<file path="src/common/cwsl_pkg.sv">
// package: constants for the configuration word shadow loader
package cwsl_pkg;
    localparam int          NUM_WORDS  = 8;
    localparam int          ADDR_W     = 24;
    localparam int          WORD_W     = 24;
    localparam int          SHADOW_W   = 16;
    localparam int          IDX_W      = 3;
    // flash locations of the configuration words, index order
    localparam logic [NUM_WORDS-1:0][ADDR_W-1:0] CFG_ADDR = {
        24'h0057A8,  // 7 debug_channel_config
        24'h0057A4,  // 6 power_on_reset_config
        24'h0057A0,  // 5 watchdog_config
        24'h00579C,  // 4 oscillator_options_config
        24'h005798,  // 3 oscillator_select_config
        24'h005794,  // 2 reserved_config_word
        24'h005790,  // 1 boot_segment_limit_config
        24'h005780   // 0 code_security_config
    };
    // bits that hold configuration storage in each word
    localparam logic [NUM_WORDS-1:0][SHADOW_W-1:0] CFG_IMPL = {
        16'h0083, 16'h0001, 16'h03FF, 16'h01E7,
        16'h0087, 16'h8000, 16'h1FFF, 16'h8FEF
    };
    localparam logic [ADDR_W-1:0] CTRL_ADDR   = 24'h0057C0;
    localparam logic [ADDR_W-1:0] STAT_ADDR   = 24'h0057C4;
    localparam logic [3:0]        RIDX_CTRL   = 4'h8;
    localparam logic [3:0]        RIDX_STAT   = 4'h9;
    localparam logic [3:0]        RIDX_NONE   = 4'hF;
    localparam int                CTRL_RELOAD = 0;
    localparam int                STAT_LOADED = 0;
    localparam int                STAT_ERASE  = 1;
    localparam int                STAT_BUSY   = 2;
    localparam int                SEC_GSS_LSB = 6;
    localparam int                SEC_GWRP    = 5;
    localparam int                IDX_SEC     = 0;
    localparam logic [7:0]        UPPER_ONES  = 8'hFF;
    localparam logic [ADDR_W-1:0] LAST_PAGE_BASE = 24'h005400;

    typedef enum logic [1:0] {
        CWSL_START = 2'b00,
        CWSL_FETCH = 2'b01,
        CWSL_WAIT  = 2'b11,
        CWSL_RUN   = 2'b10
    } cwsl_state_t;

    // register index of an APB byte address
    function automatic logic [3:0] cwsl_reg_index(input logic [ADDR_W-1:0] a);
        logic [3:0] r;
        r = RIDX_NONE;
        for (int i = 0; i < NUM_WORDS; i++) begin
            if (a == CFG_ADDR[i]) begin
                r = 4'(i);
            end
        end
        if (a == CTRL_ADDR) begin
            r = RIDX_CTRL;
        end
        if (a == STAT_ADDR) begin
            r = RIDX_STAT;
        end
        return r;
    endfunction
endpackage

</file>
<file path="src/hdl/cwsl_loader.sv">
// configuration word shadow loader with APB readback
//
// The APB interface to the registers was left to the implementer.
`timescale 1ns/1ps
`default_nettype none
module cwsl_loader (
    input  wire logic        pclk,
    input  wire logic        presetn,
    input  wire logic        psel,
    input  wire logic        penable,
    input  wire logic        pwrite,
    input  wire logic [23:0] paddr,
    input  wire logic [31:0] pwdata,
    output logic      [31:0] prdata,
    output logic             pready,
    output logic             pslverr,
    input  wire logic        sys_reset_req,
    input  wire logic        page_erase,
    input  wire logic [23:0] page_erase_addr,
    output logic             flash_req,
    output logic      [23:0] flash_addr,
    input  wire logic [23:0] flash_rdata,
    input  wire logic        flash_ack,
    output logic             core_reset_n,
    output logic             code_protect,
    output logic      [15:0] sec_cfg,
    output logic      [15:0] bslim_cfg,
    output logic      [15:0] rsvd_cfg,
    output logic      [15:0] oscsel_cfg,
    output logic      [15:0] osc_cfg,
    output logic      [15:0] wdt_cfg,
    output logic      [15:0] por_cfg,
    output logic      [15:0] dbg_cfg
);

    cwsl_pkg::cwsl_state_t                                          state_q;
    logic [cwsl_pkg::IDX_W-1:0]                                     idx_q;
    logic [cwsl_pkg::NUM_WORDS-1:0][cwsl_pkg::SHADOW_W-1:0]         cfg_q;
    logic                                                           core_rst_n_q;
    logic                                                           protect_q;
    logic                                                           loaded_q;
    logic                                                           erase_last_q;
    logic                                                           pready_q;
    logic                                                           pslverr_q;
    logic [31:0]                                                    prdata_q;
    logic                                                           rd_done;
    logic [cwsl_pkg::WORD_W-1:0]                                    rd_data;
    logic                                                           setup;
    logic                                                           access;
    logic [3:0]                                                     ridx;
    logic                                                           reload;
    logic [31:0]                                                    rdval;
    logic [cwsl_pkg::SHADOW_W-1:0]                                  rd_masked;

    assign setup  = psel && !penable;
    assign access = psel && penable && pready_q;
    assign ridx   = cwsl_pkg::cwsl_reg_index(paddr);
    assign reload = sys_reset_req
                 || (access && pwrite && ridx == cwsl_pkg::RIDX_CTRL && pwdata[cwsl_pkg::CTRL_RELOAD]);
    assign rd_masked = rd_data[cwsl_pkg::SHADOW_W-1:0] & cwsl_pkg::CFG_IMPL[idx_q];

    cwsl_flash_reader #(
        .AW (cwsl_pkg::ADDR_W),
        .DW (cwsl_pkg::WORD_W)
    ) u_reader (
        .clk          (pclk),
        .rst_n        (presetn),
        .start        (state_q == cwsl_pkg::CWSL_FETCH),
        .addr         (cwsl_pkg::CFG_ADDR[idx_q]),
        .done_q       (rd_done),
        .data_q       (rd_data),
        .flash_req_q  (flash_req),
        .flash_addr_q (flash_addr),
        .flash_rdata  (flash_rdata),
        .flash_ack    (flash_ack)
    );

    // load sequencer
    always_ff @(posedge pclk or negedge presetn) begin
        if (!presetn) begin
            state_q <= cwsl_pkg::CWSL_START;
            idx_q   <= '0;
        end else if (reload) begin
            state_q <= cwsl_pkg::CWSL_START;
        end else begin
            case (state_q)
                cwsl_pkg::CWSL_START: begin
                    idx_q   <= '0;
                    // a read cut off by a reload drains first, its word never lands
                    if (!flash_req && !rd_done) begin
                        state_q <= cwsl_pkg::CWSL_FETCH;
                    end
                end
                cwsl_pkg::CWSL_FETCH: begin
                    state_q <= cwsl_pkg::CWSL_WAIT;
                end
                cwsl_pkg::CWSL_WAIT: begin
                    if (rd_done) begin
                        if (idx_q == cwsl_pkg::IDX_W'(cwsl_pkg::NUM_WORDS - 1)) begin
                            state_q <= cwsl_pkg::CWSL_RUN;
                        end else begin
                            idx_q   <= idx_q + 1'b1;
                            state_q <= cwsl_pkg::CWSL_FETCH;
                        end
                    end
                end
                cwsl_pkg::CWSL_RUN: begin
                    state_q <= cwsl_pkg::CWSL_RUN;
                end
                default: begin
                    state_q <= cwsl_pkg::CWSL_START;
                end
            endcase
        end
    end

    // shadow storage
    always_ff @(posedge pclk or negedge presetn) begin
        if (!presetn) begin
            cfg_q <= '0;
        end else if (state_q == cwsl_pkg::CWSL_START) begin
            cfg_q <= '0;
        end else if (state_q == cwsl_pkg::CWSL_WAIT && rd_done && !reload) begin
            cfg_q[idx_q] <= rd_masked;
        end
    end

    // core reset release and protection decode
    always_ff @(posedge pclk or negedge presetn) begin
        if (!presetn) begin
            core_rst_n_q <= 1'b0;
            protect_q    <= 1'b0;
            loaded_q     <= 1'b0;
        end else if (reload || state_q != cwsl_pkg::CWSL_RUN) begin
            core_rst_n_q <= 1'b0;
        end else if (!core_rst_n_q) begin
            core_rst_n_q <= 1'b1;
            loaded_q     <= 1'b1;
            protect_q    <= (cfg_q[cwsl_pkg::IDX_SEC][cwsl_pkg::SEC_GSS_LSB +: 2] != 2'b11)
                         || !cfg_q[cwsl_pkg::IDX_SEC][cwsl_pkg::SEC_GWRP];
        end
    end

    // last page erase seen, set wins over clear
    always_ff @(posedge pclk or negedge presetn) begin
        if (!presetn) begin
            erase_last_q <= 1'b0;
        end else begin
            erase_last_q <= (page_erase && page_erase_addr >= cwsl_pkg::LAST_PAGE_BASE)
                         || (erase_last_q && !(access && pwrite && ridx == cwsl_pkg::RIDX_STAT
                                               && pwdata[cwsl_pkg::STAT_ERASE]));
        end
    end

    // read value; unassigned config word bits up to bit 23 read as one, bits 31:24 and registers other than config words and status read as zero
    always_comb begin
        rdval = '0;
        if (ridx < 4'(cwsl_pkg::NUM_WORDS)) begin
            rdval = {8'h00, cwsl_pkg::UPPER_ONES,
                     cfg_q[ridx[cwsl_pkg::IDX_W-1:0]] | ~cwsl_pkg::CFG_IMPL[ridx[cwsl_pkg::IDX_W-1:0]]};
        end else if (ridx == cwsl_pkg::RIDX_STAT) begin
            rdval[cwsl_pkg::STAT_LOADED] = loaded_q;
            rdval[cwsl_pkg::STAT_ERASE]  = erase_last_q;
            rdval[cwsl_pkg::STAT_BUSY]   = (state_q != cwsl_pkg::CWSL_RUN);
        end
    end

    // apb answer, one access cycle
    always_ff @(posedge pclk or negedge presetn) begin
        if (!presetn) begin
            pready_q  <= 1'b0;
            pslverr_q <= 1'b0;
            prdata_q  <= '0;
        end else begin
            pready_q  <= setup;
            pslverr_q <= setup && ridx == cwsl_pkg::RIDX_NONE;
            prdata_q  <= (setup && !pwrite) ? rdval : '0;
        end
    end

    assign prdata       = prdata_q;
    assign pready       = pready_q;
    assign pslverr      = pslverr_q;
    assign core_reset_n = core_rst_n_q;
    assign code_protect = protect_q;
    assign sec_cfg      = cfg_q[0];
    assign bslim_cfg    = cfg_q[1];
    assign rsvd_cfg     = cfg_q[2];
    assign oscsel_cfg   = cfg_q[3];
    assign osc_cfg      = cfg_q[4];
    assign wdt_cfg      = cfg_q[5];
    assign por_cfg      = cfg_q[6];
    assign dbg_cfg      = cfg_q[7];
endmodule // cwsl_loader
`default_nettype wire

</file>
<file path="src/hdl/cwsl_flash_reader.sv">
// flash read port: one word per start, request held until acknowledged
`timescale 1ns/1ps
`default_nettype none
module cwsl_flash_reader #(
    parameter int AW = 24,
    parameter int DW = 24
) (
    input  wire logic          clk,
    input  wire logic          rst_n,
    input  wire logic          start,
    input  wire logic [AW-1:0] addr,
    output logic               done_q,
    output logic      [DW-1:0] data_q,
    output logic               flash_req_q,
    output logic      [AW-1:0] flash_addr_q,
    input  wire logic [DW-1:0] flash_rdata,
    input  wire logic          flash_ack
);
    if (DW < cwsl_pkg::SHADOW_W) begin : g_chk
        $error("flash word narrower than shadow word");
    end

    always_ff @(posedge clk or negedge rst_n) begin
        if (!rst_n) begin
            flash_req_q  <= 1'b0;
            flash_addr_q <= '0;
            done_q       <= 1'b0;
            data_q       <= '0;
        end else begin
            done_q <= 1'b0;
            if (start && !flash_req_q) begin
                flash_req_q  <= 1'b1;
                flash_addr_q <= addr;
            end else if (flash_req_q && flash_ack) begin
                flash_req_q <= 1'b0;
                done_q      <= 1'b1;
                data_q      <= flash_rdata;
            end
        end
    end
endmodule // cwsl_flash_reader
`default_nettype wire

</file>
<file path="config.mk">
export PLATFORM = sky130hd
export DESIGN_NAME = cwsl_loader
export DESIGN_NICKNAME = d
export VERILOG_FILES = /design/src/common/cwsl_pkg.sv /design/src/hdl/cwsl_loader.sv /design/src/hdl/cwsl_flash_reader.sv
export SDC_FILE = /design/constraint.sdc
export NUM_CORES = 1
export LEC_CHECK = 0
export BUFFER_PORTS_ARGS = -buffer_cell sky130_fd_sc_hd__buf_4
export CAP_MARGIN = 20
export CORE_ASPECT_RATIO = 1.25
export CORE_UTILIZATION = 44
export DETAILED_ROUTE_END_ITERATION = 8
export GPL_TIMING_DRIVEN = 0
export PLACE_DENSITY = 0.76
export SLEW_MARGIN = 20
export SYNTH_ARGS = -nofsm -noshare
export SYNTH_HDL_FRONTEND = slang
export SYNTH_SLANG_ARGS = --single-unit
</file>
<file path="constraint.sdc">
create_clock -name pclk -period 1.9 [get_ports pclk]
set_input_delay 0.19 -clock pclk [delete_from_list [all_inputs] [get_ports pclk]]
set_output_delay 0.19 -clock pclk [all_outputs]
set_load 0.01 [all_outputs]
</file>
After elaboration in Yosys (flattened, before gate mapping):

Memories as Yosys holds them, arrays and structs flattened. A register that Yosys moved wholly into a read port is not among the register bits.
Index checks and enable logic that the tools add are counted.

* logic and storage cells: 133
* memories: 3
* output and inout port bits: 189
* input port bits: 112
* register bits after elaboration: 189
* ROM bits: 448

* eq/ne operators: 23
* reductions and logical operators: 38
* muxes and demuxes: 36
* bitwise logic cells: 7
* $add $sub $neg: 1
* order comparisons: 5

Memory list
* (name not given): depth 8, width 24, rd ports 1, clocked after Yosys merged registers in 1, wr ports 0, RTL line cwsl_loader.sv:69 `.addr (cwsl_pkg::CFG_ADDR[idx_q]),`
* (name not given): depth 8, width 16, rd ports 1, clocked after Yosys merged registers in 0, wr ports 0, RTL line cwsl_loader.sv:160 `cfg_q[ridx[cwsl_pkg::IDX_W-1:0]] | ~cwsl_pkg::CFG_IMPL[ridx[cwsl_pkg::IDX_W-1:0]]};`
* (name not given): depth 8, width 16, rd ports 1, clocked after Yosys merged registers in 0, wr ports 0, RTL line cwsl_loader.sv:60 `assign rd_masked = rd_data[cwsl_pkg::SHADOW_W-1:0] & cwsl_pkg::CFG_IMPL[idx_q];`

Operator list (count)
* $mux W128: 2
* $eq A24 B15 Y1 const B: 10
* $bwmux W128: 1
* $mux W16: 4
* $bmux W16 S3: 1
* $demux W16 S3: 1
* $mux W4: 10
* $mux W32: 1
* $ge A24 B15 Y1 const B: 1
* $mux W21: 1
* $logic_and A1 B1 Y1: 18
* $and A16 B16 Y16: 1
* $not A16 Y16: 1
* $or A16 B16 Y16: 1
* $eq A4 B4 Y1 const B: 3
* $mux W3: 4
* $logic_not A1 Y1: 8
* $lt A3 B4 Y1 const B: 2
* $mux W2: 4
* $pmux W2 S4: 1
* $ne A2 B2 Y1 const B: 3
* $pmux W3 S2: 1
* $reduce_and A2 Y1: 3
* $reduce_bool A2 Y1: 3
* other kinds (14): 25

Depth between registers and ports, before layout:

Gate-level depths: netlist of run 1.

* word-level depth: 19
* mapped depth: 11
* depth with buffers taken out: 7

Cells and area by module:

From an unflattened synthesis of run 1, not the netlist that was laid out.

* cells, all modules: 745
* area, all modules: 8717.1 µm²

By module, submodules not included
* cwsl_loader: instances 1, sequential area each 3453.3 µm², area each 6834.1 µm², cells an instance 638
* cwsl_flash_reader: instances 1, sequential area each 1251.2 µm², area each 1883.1 µm², cells an instance 107

Least setup slack after synthesis of run 1:

OpenSTA, ideal clock, no wires.

* path kind: input port to flip-flop
* start: input paddr[4]
* end: register cfg_q, in the netlist dbg_cfg[11]
* arrival: 2182 ps
* required time: 1780 ps
* stages: 10
* path buffers: 4
* library setup time: 120 ps
* setup slack: -401 ps
* cells stage by stage: buf_4 > nor4bb_1 > a221oi_2 > nor4_4 > a41o_4 > buf_6 > or4_4 > buf_6 > buf_6 > and3_1

* longest elaborated chain between the ends: 18
* elaborated cells on any way between the ends: 27
* those cells by class: 11 x eq/ne; 10 x mux; 6 x reduce/logical

RTL lines
* from (decl): RTL line cwsl_loader.sv:12 `input wire logic [23:0] paddr,`
* $eq A24 B15 Y1: RTL line cwsl_pkg.sv:51 `if (a == CFG_ADDR[i]) begin`
* $mux W4 (8 in series): RTL line cwsl_pkg.sv:51
* $mux W4: RTL line cwsl_pkg.sv:55 `if (a == CTRL_ADDR) begin`
* $mux W4 (*): RTL line cwsl_pkg.sv:58 `if (a == STAT_ADDR) begin`
* $eq A4 B4 Y1 (*): RTL line cwsl_loader.sv:59 `|| (access && pwrite && ridx == cwsl_pkg::RIDX_CTRL && pwdata[cwsl_pkg::CTRL_RELOAD]);`
* $logic_and A1 B1 Y1 (*) (2 in series): RTL line cwsl_loader.sv:59
* $logic_or A1 B1 Y1 (*): RTL line cwsl_loader.sv:59
* $logic_not A1 Y1 (*): RTL line cwsl_loader.sv:123 `end else if (state_q == cwsl_pkg::CWSL_WAIT && rd_done && !reload) begin`
* $logic_and A1 B1 Y1 (*): RTL line cwsl_loader.sv:123
* $reduce_bool A2 Y1 (no line) (*)
* to (signal, indexed assignment): RTL line cwsl_loader.sv:124 `cfg_q[idx_q] <= rd_masked;`
* to (decl): RTL line cwsl_loader.sv:38 `logic [cwsl_pkg::NUM_WORDS-1:0][cwsl_pkg::SHADOW_W-1:0] cfg_q;`

Mark *: on every way between the ends. The rest lies on a longest branch, timed or not.
A chain may end at the register's enable or synchronous reset.

Final worst setup path of run 1:

* start: register idx_q[2] in the netlist's numbering
* end: register cfg_q, in the netlist bslim_cfg[3]

* longest elaborated chain between the ends: 7
* elaborated cells on any way between the ends: 11
* those cells by class: 2 x order compare; 6 x mux; 1 x bitwise; 1 x reduce/logical; 1 x memory

RTL lines
* from (decl): RTL line cwsl_loader.sv:37 `logic [cwsl_pkg::IDX_W-1:0] idx_q;`
* from (signal assigned): RTL line cwsl_loader.sv:102 `idx_q <= idx_q + 1'b1;`
* $lt A3 B4 Y1 (implied by the code) / $ge A3 B1 Y1 (equally long branches): RTL line cwsl_loader.sv:124
* $logic_and A1 B1 Y1 (implied by the code): RTL line cwsl_loader.sv:124
* $mux W16 (implied by the code): RTL line cwsl_loader.sv:124
* $demux W16 S3: RTL line cwsl_loader.sv:124
* $bwmux W128 (*): RTL line cwsl_loader.sv:124
* $mux W128 (*): RTL line cwsl_loader.sv:123
* $mux W128 (*): RTL line cwsl_loader.sv:121 `end else if (state_q == cwsl_pkg::CWSL_START) begin`

Mark *: on every way between the ends. The rest lies on a longest branch, timed or not. The select of a mux whose other input is x is not followed.

==> metrics.cfg, run 1 <==
[job]
drv_cap=0

[floorplanning]
fp.dieW_um=118
dieArea_um2=17300
fp.dieH_um=147
io_pins=301
floorplan.initialDensity=0.454
rows=52
core_um2=16300

[setup_path]
start_kind=register
end_kind=register
cp_cell_sequence=buf_4 > or2_2 > or4_4 > buf_12 > mux2i_1 > nor2_1
cp.required_ps=2180
critPathKind=reg2reg
slowest_stage=or4_4
cp_max_fo=10
max_stage_delay_ps=590
worstPathArrival_ps=2350

[route]
drc=0
wl_um=24100
wire_per_inst_um=19.4
firstDrtPassIters=5
num_vias=6694
ant_nets=0
drt-initial-drc-count=471
via_per_inst=5.39

[layout]
fillers=1209
post_route_cells_drive_above_1_share=0.472
nets=1132
final_common_cell=buf_4
regArea_um2=3980
final_area_um2=11100
syn2layout_area_growth_pct=51.1
final_cell_mix=275 x buf_4, 156 x dfrtp_1, 55 x nand2_1
largest_reg_flops=15
multi_input_area_um2=3420
diodes=0

[worst_hold_path]
hold_class=in2reg

[status]
status=finished, violations left
failed_checks=setup timing

[power_and_ir_drop]
ir_worst_vdd_v=0.000471
p_clk_frac=0.387
p_comb_frac=0.168
power_switching_mw=2.55
intPower_mw=5.91
cellLeakagePower_nw=5.64
netSwitchingFraction=0.301
pwr-share-seq=0.445
p_per_area_nw_per_um2=759

[sta]
slew_violations=0
setup_viol=90
fin_hold_ws_ps=14.6
post-route-period-util=1.09
tightestPinTransition_ps=635
layout_min_cycle_time_ps=2070
rsz0062_at_grt=yes
finalHoldViolCount=0
fin_ws_ps=-165
finalClockSkew_ps=7.63
fmax_mhz=484
slew_headroom=0.577

[logic_synthesis]
yosysWarningCount=0
yosysSeqAreaShare=0.539
avgSynthCellArea_um2=10.4
yosys-mux-area-fraction=0.0687
synthDistinctLibCells=56
synth_top_family_by_area=simple AND/OR/NAND/NOR gates
yosys.area_share.simple=0.188
syn_area_um2=7380
synth_edf_count=0
synth-compound-area-share=0.0946
syn_inst=709
synth-main-ff-cell=dfrtp_1
synthAdderAreaFrac=0.0112
synth_xor_xnor_area_share=0.00237
synth_seq_cells=159
async_flop_share=1.00

[cts]
clk_pin_slew_ps=60
htreeDepth=4
cts_buffers=17
cts_tree=yes
worstSkewPairLatency_ps=420
clkSinkCount=159
clock_path_buffers=2
cts_root_buffer=clkbuf_16

[global_routing]
grt-ovfl-total=0
track_usage=0.272
grt_first_pass_wirelength_um=35900
grt_max_degree=100
antenna_found_initial=0
grt_pass1_vias=6307

[placed_design]
place_hpwl_um=16600
io_buffers=210
gp_congestion=0.889
place_area_um2=9570

[worst max-delay path: cells and delay by family, from the launching register on]
family	cells	cell delay, ps
flops	1	410
buf+inv	2	370
simple gates	3	990
mux	1	160
[power by group through the flow]
| stage | clock network (mW) | logic (mW) | registers, mW |
|---|---|---|---|
| after floorplan | 0 | 0.746 | 3.76 |
| after global placement | 0 | 1.26 | 3.78 |
| after detailed placement | 0 | 1.29 | 3.79 |
| after CTS | 3.30 | 1.35 | 3.75 |
| after global routing | 3.44 | 1.54 | 3.79 |
| final | 3.28 | 1.42 | 3.76 |
[kinds of logic (layout without fill, tap and decap cells)]
logic type / Yosys count / count (layout)
xor gates and xnor gates: 2 / 2
muxes: 49 / 49
AOI/OAI and AO/OA: 112 / 112
buffers and inverters: 115 / 396
DFF: 159 / 159
adders and majority gates: 7 / 7
and+or+nand+nor: 264 / 264
other: 1 / 38
[layout make-up]
cell class,instances,area share
Sequential cell,159,0.357
Tap cell,216,0.0242
Inverter,20,0.00673
Timing Repair Buffer,257,0.193
Clock inverter,13,0.0114
Buffer,88,0.0629
Clock buffer,18,0.0385
Multi-Input combinational cell,472,0.306
[layer usage]
metal  up-vias  GRT usage  routed length (um)
met5         -          0                   0
met4         0      0.135                1070
met3        70     0.0683                1820
met2       344      0.450               12100
met1      3263      0.330                9110
li1       3017          -                   -
[stage by stage]
step | TNS [ps] | cells | util | setup slack, ps | total power [mW]
4_1_cts | -12710 | 1239 | 0.666 | -221 | 8.39
3_5_place_dp | -72990 | 1174 | 0.589 | -902 | 5.08
5_1_grt | -11390 | 1243 | 0.685 | -223 | 8.78
3_3_place_gp | -97990 | 1172 | 0.585 | -888 | 5.04
2_1_floorplan | -20400 | 746 | - | -285 | 4.51
6_report | -6260 | 1243 | 0.685 | -165 | 8.46
[synthesized netlist by cell type (10+ instances only)]
| master | n | area (um^2) |
|---|---|---|
| buf_4 | 58 | 435 |
| o21ai_0 | 52 | 260 |
| nand2b_1 | 10 | 62.6 |
| dfrtp_1 | 159 | 3980 |
| and3_1 | 42 | 263 |
| mux2_2 | 13 | 146 |
| nor2_1 | 57 | 214 |
| nand3_1 | 35 | 175 |
| nor3_1 | 10 | 50.1 |
| inv_1 | 20 | 75.1 |
| nand2_1 | 60 | 225 |
| a21oi_1 | 10 | 50.1 |
| clkbuf_1 | 20 | 75.1 |
| mux2i_1 | 36 | 360 |
[path summary, 6_finish.rpt]
check                                startpoint                  end  slack, ps  cells after the start
worst max register to register         idx_q[2]         bslim_cfg[3]       -170                      6
min in group asynchronous               presetn           prdata[10]        140                      2
worst max-delay path                   idx_q[2]         bslim_cfg[3]       -170                      6
worst min-delay path            flash_rdata[11]  u_reader.data_q[11]         10                      3
max in group asynchronous               presetn           por_cfg[7]        800                      4
worst min register to register         loaded_q             loaded_q        480                      1
[repair_timing]
action / CTS / global route
gates cloned: 4 / 2
endpoints found under the hold margin: 115 / 1
buffers inserted: 20 / 6
endpoints found under the setup margin: 127 / 124
resized for setup: 91 / 94
pin swaps: 19 / 15
hold buffers: 14 / 1
(Power assumes the default switching activity.)
==> run 2: changes to the inputs <==
--- a/config.mk
+++ b/config.mk
@@ -5,12 +5,14 @@
 export SDC_FILE = /design/constraint.sdc
 export NUM_CORES = 1
 export LEC_CHECK = 0
+export ABC_AREA = 1
 export BUFFER_PORTS_ARGS = -buffer_cell sky130_fd_sc_hd__buf_4
 export CAP_MARGIN = 20
 export CORE_ASPECT_RATIO = 1.25
-export CORE_UTILIZATION = 44
+export CORE_UTILIZATION = 45
 export DETAILED_ROUTE_END_ITERATION = 8
 export GPL_TIMING_DRIVEN = 0
+export MAX_ROUTING_LAYER = met4
 export PLACE_DENSITY = 0.76
 export SLEW_MARGIN = 20
 export SYNTH_ARGS = -nofsm -noshare
==> metrics.cfg, run 2 <==
[status]
status=finished, final reports clean

[placed_design]
place_area_um2=9950
dp_slack_ps=-432
place_hpwl_um=17700
dp_cells=1410
io_buffers=212
gp_congestion=0.928

[logic_synthesis]
synth_edf_count=0
avgSynthCellArea_um2=8.42
synth_area_leaders=dfrtp_1 50%, nand2_1 9.1%, inv_1 5.7%
synth_top_cell_by_area=dfrtp_1
syn_inst=940
netlist.area_leader.share=0.503
syn_area_um2=7910
async_flop_share=1.00
synthDistinctLibCells=40
yosysMostFrequentCell=nand2_1
synth_seq_cells=159
synth_common_cells=192 x nand2_1, 159 x dfrtp_1, 120 x inv_1
synth-main-ff-cell=dfrtp_1
yosysWarningCount=0
yosysSeqAreaShare=0.503

[cts]
clock_path_buffers=2
clkSinkCount=159
htreeDepth=4
cts_buffers=17
clk_pin_slew_ps=60
cts_root_buffer=clkbuf_16
worstSkewPairLatency_ps=430
cts_tree=yes

[floorplanning]
fp.dieH_um=150
fp.dieW_um=121
rows=53
dieArea_um2=18100
floorplan.initialDensity=0.464
core_um2=17000
io_pins=301

[route]
firstDrtPassIters=5
ant_nets=0
wl_um=23300
num_vias=7214
via_per_inst=4.94
drt-initial-drc-count=522
wire_per_inst_um=15.9
drc=0

[power_and_ir_drop]
p_per_area_nw_per_um2=847
ir_worst_vdd_v=0.000594
cellLeakagePower_nw=5.63

[setup_path]
worstPathArrival_ps=2160
end_kind=register
critPathKind=reg2reg
cp_cell_sequence=inv_1 > ha_1 > inv_1 > o21ai_1 > nand3_2 > o31ai_1
crit_family=compound AO/OA/AOI/OAI gates
cp.required_ps=2230
start_kind=register
max_stage_delay_ps=470
slowest_stage=dfrtp_2
cp_num_buf_inv=2
crit_path_frequent_cell=inv_1
cp_max_fo=8

[layout]
final_cell_mix=265 x buf_4, 191 x nand2_1, 156 x dfrtp_1
final_area_um2=10800
largest_reg_flops=15
final_cells=1460
final_util=0.636
fillers=1486
diodes=0
final_common_cell=buf_4
syn2layout_area_growth_pct=36.9
multi_input_area_um2=3200
nets=1346
regArea_um2=3980
post_route_cells_drive_above_1_share=0.329

[sta]
tightestPinTransition_ps=710
layout_min_cycle_time_ps=1830
finalClockSkew_ps=9.40
setup_tns_ps=0
post-route-period-util=0.961
slew_violations=0
fin_ws_ps=73.6
setup_viol=0
finalHoldViolCount=0
slew_headroom=0.522
fmax_mhz=548
rsz0062_at_grt=yes

[global_routing]
grt_first_pass_wirelength_um=35300
track_usage=0.264
grt-ovfl-total=0
grt_max_degree=84
antenna_found_initial=0
grt_pass1_vias=6730

[job]
drv_cap=0

[worst_hold_path]
hold_class=in2reg

## run 2: metrics by stage
stage	total power [mW]	hold slack [ps]
floorplan	5.02	-106
global placement	5.72	369
detailed placement	5.77	225
CTS	9.06	1.72
global route	9.60	7.72
finish	9.18	8.27
## run 2: worst paths after layout
| path | startpoint | to | slack, ps | cells after the start |
|---|---|---|---|---|
| worst min-delay path | flash_rdata[12] | u_reader.data_q[12] | 8 | 3 |
| min in group asynchronous | presetn | rsvd_cfg[6] | 350 | 2 |
| worst min register to register | osc_cfg[9] | osc_cfg[9] | 490 | 2 |
| worst max register to register | idx_q[1] | bslim_cfg[3] | 70 | 6 |
| worst max-delay path | idx_q[1] | bslim_cfg[3] | 70 | 6 |
| max in group asynchronous | presetn | wdt_cfg[10] | 760 | 3 |
## run 2: metal layers
layer | vias to the layer above | wire [um] | global-route usage
met1 | 3396 | 9100 | 0.317
met2 | 267 | 11900 | 0.433
li1 | 3490 | - | -
met3 | 61 | 1250 | 0.0428
met5 | - | 0 | -
met4 | 0 | 1030 | 0.131
## run 2: logic make-up after synthesis
kind of cell	Yosys count	share of synthesized area
AO/OA/AOI/OAI	132	0.0996
adder cells (fa/ha/maj)	5	0.00791
buffers and inverters	204	0.128
flip-flops	159	0.503
other	1	0.000474
AND/OR/NAND/NOR	439	0.262
## run 2: cell type report
type / count / share of cell area
Tap cell: 220 / 0.0254
Clock buffer: 25 / 0.0467
Sequential cell: 159 / 0.368
Clock inverter: 5 / 0.00508
Multi-Input combinational cell: 616 / 0.295
Inverter: 140 / 0.0490
Timing Repair Buffer: 231 / 0.167
Buffer: 64 / 0.0448
## run 2: worst reg2reg max path, delay by kind of cell, from the launching register on
kind | cells | cell delay, ps
AO/OA/AOI/OAI | 2 | 490
flip-flops | 1 | 470
adder cells (fa/ha/maj) | 1 | 310
buffers and inverters | 2 | 230
AND/OR/NAND/NOR | 1 | 230
## run 2: what timing repair did
item | CTS | global route
hold buffers | 17 | 0
gates resized for setup | 10 | 29
buffers inserted | 0 | 1
endpoints found under the setup margin | 98 | 95
endpoints found under the hold margin | 98 | 0
cloned | 0 | 2
pin swaps | 0 | 5
## run 2: power by group
part           internal, mW  total, mW  switching, mW  leakage (nW)
sequential             3.64       3.84          0.208          2.17
clock                  1.96       3.24           1.28         0.271
combinational         0.664       2.10           1.44          3.19
==> run 3: changes to the inputs <==
--- a/config.mk
+++ b/config.mk
@@ -8,8 +8,10 @@
 export ABC_AREA = 1
 export BUFFER_PORTS_ARGS = -buffer_cell sky130_fd_sc_hd__buf_4
 export CAP_MARGIN = 20
+export CELL_PAD_IN_SITES_DETAIL_PLACEMENT = 1
+export CELL_PAD_IN_SITES_GLOBAL_PLACEMENT = 1
 export CORE_ASPECT_RATIO = 1.25
-export CORE_UTILIZATION = 45
+export CORE_UTILIZATION = 32
 export DETAILED_ROUTE_END_ITERATION = 8
 export GPL_TIMING_DRIVEN = 0
 export MAX_ROUTING_LAYER = met4
==> metrics.cfg, run 3 (synthesis gave the netlist of run 2 again) <==
[setup_path]
worstPathArrival_ps=2130
slowest_stage=dfrtp_2
end_kind=register
cp.required_ps=2240
cp_max_fo=8
cp_cell_sequence=inv_1 > ha_1 > inv_1 > o21ai_2 > nand3_2 > o21ai_0
max_stage_delay_ps=470
critPathKind=reg2reg
crit_family=flip-flops
cp_num_buf_inv=2
reg2reg_setup_slack_ps=110
crit_path_frequent_cell=inv_1
start_kind=register

[floorplanning]
floorplan.initialDensity=0.325
core_um2=24300
fp.dieW_um=143
dieArea_um2=25400
io_pins=301
rows=64
fp.dieH_um=178

[placed_design]
gp_congestion=0.919
io_buffers=212
dp_slack_ps=-491
dp_cells=1520
place_hpwl_um=21300

[route]
firstDrtPassIters=4
drt-initial-drc-count=320
via_per_inst=4.60
ant_nets=0
drc=0
num_vias=7233
wl_um=27000
wire_per_inst_um=17.2

[sta]
finalHoldViolCount=0
fin_ws_ps=106
layout_min_cycle_time_ps=1790
fin_hold_ws_ps=20.0
setup_tns_ps=0
rsz0062_at_grt=yes
fmax_mhz=557
tightestPinTransition_ps=583
slew_violations=0
setup_viol=0
finalClockSkew_ps=11.2
slew_headroom=0.611
post-route-period-util=0.944

[layout]
multi_input_area_um2=3190
fillers=2952
nets=1347
final_cell_mix=267 x buf_4, 191 x nand2_1, 156 x dfrtp_1
syn2layout_area_growth_pct=39.8
post_route_cells_drive_above_1_share=0.336
largest_reg_flops=15
regArea_um2=3980
diodes=0
final_cells=1573
final_util=0.455
final_common_cell=buf_4

[cts]
htreeDepth=4
cts_tree=yes
clk_pin_slew_ps=60
cts_buffers=17
clock_path_buffers=2
cts_root_buffer=clkbuf_16
clkSinkCount=159
worstSkewPairLatency_ps=440

[global_routing]
grt-ovfl-total=0
grt_max_degree=87
track_usage=0.224
antenna_found_initial=0
grt_pass1_vias=7395
grt_first_pass_wirelength_um=41200

[job]
drv_cap=0

[power_and_ir_drop]
cellLeakagePower_nw=5.67
ir_worst_vdd_v=0.000716
p_per_area_nw_per_um2=874

[status]
status=finished, final reports clean

[worst_hold_path]
hold_class=in2reg

==> run 3: cell types whose count changed in the layout (fill, tap and decap cells not counted), sizes merged <==
cell	delta
buf	+2
bufinv	+3
clkbuf	-7
clkinv	+6
dlygate4sd3	+1
nor2	-2
==> run 3: power breakdown <==
group	switching [mW]	total [mW]	leakage (nW)	internal, mW
sequential	0.232	3.86	2.17	3.63
combinational	1.44	2.12	3.20	0.680
clock	1.45	3.68	0.306	2.23
==> run 3: worst register-to-register path, stage by stage (launching register included) <==
cell	delay [ps]
dfrtp_2	470
inv_1	150
ha_1	280
inv_1	90
o21ai_2	190
nand3_2	240
o21ai_0	280
==> run 3: final cells by class <==
cell class | instances | share of cell area
flip-flops and latches | 159 | 0.360
multi-input cells | 614 | 0.288
repair buffers | 234 | 0.165
inverters | 140 | 0.0482
plain buffers | 64 | 0.0439
clock buffers | 18 | 0.0397
well taps | 330 | 0.0373
clock inverters | 14 | 0.0172
==> run 3: repair_timing <==
action	4_1_cts	5_1_grt
hold buffers	18	0
resized for setup	24	15
endpoints found under the setup margin	113	57
hold endpoints to repair	89	0
gates cloned	0	0
buffers inserted	2	1
pin swaps	2	3
==> run 3: metrics by stage <==
stage / cell area, um^2 / power (mW)
2_1_floorplan: 8050 / 5.02
3_3_place_gp: 10100 / 5.79
3_5_place_dp: 10100 / 5.87
4_1_cts: 11000 / 9.70
5_1_grt: 11100 / 10.1
6_report: 11100 / 9.67
==> run 3: final timing paths <==
| path | from | to | depth (start not counted) |
|---|---|---|---|
| min in group asynchronous | presetn | u_reader.data_q[10] | 2 |
| worst min register to register | rsvd_cfg[9] | rsvd_cfg[9] | 2 |
| worst min-delay path | flash_rdata[8] | u_reader.data_q[8] | 3 |
| worst max-delay path | idx_q[1] | por_cfg[3] | 6 |
| worst max register to register | idx_q[1] | por_cfg[3] | 6 |
| max in group asynchronous | presetn | dbg_cfg[6] | 3 |
==> run 3: layer usage <==
metal,vias up,GRT usage,share of wire
met1,3521,0.244,0.38
met2,194,0.401,0.54
met4,0,0.0968,0.030
met3,36,0.0370,0.045
li1,3482,-,-
met5,-,-,0
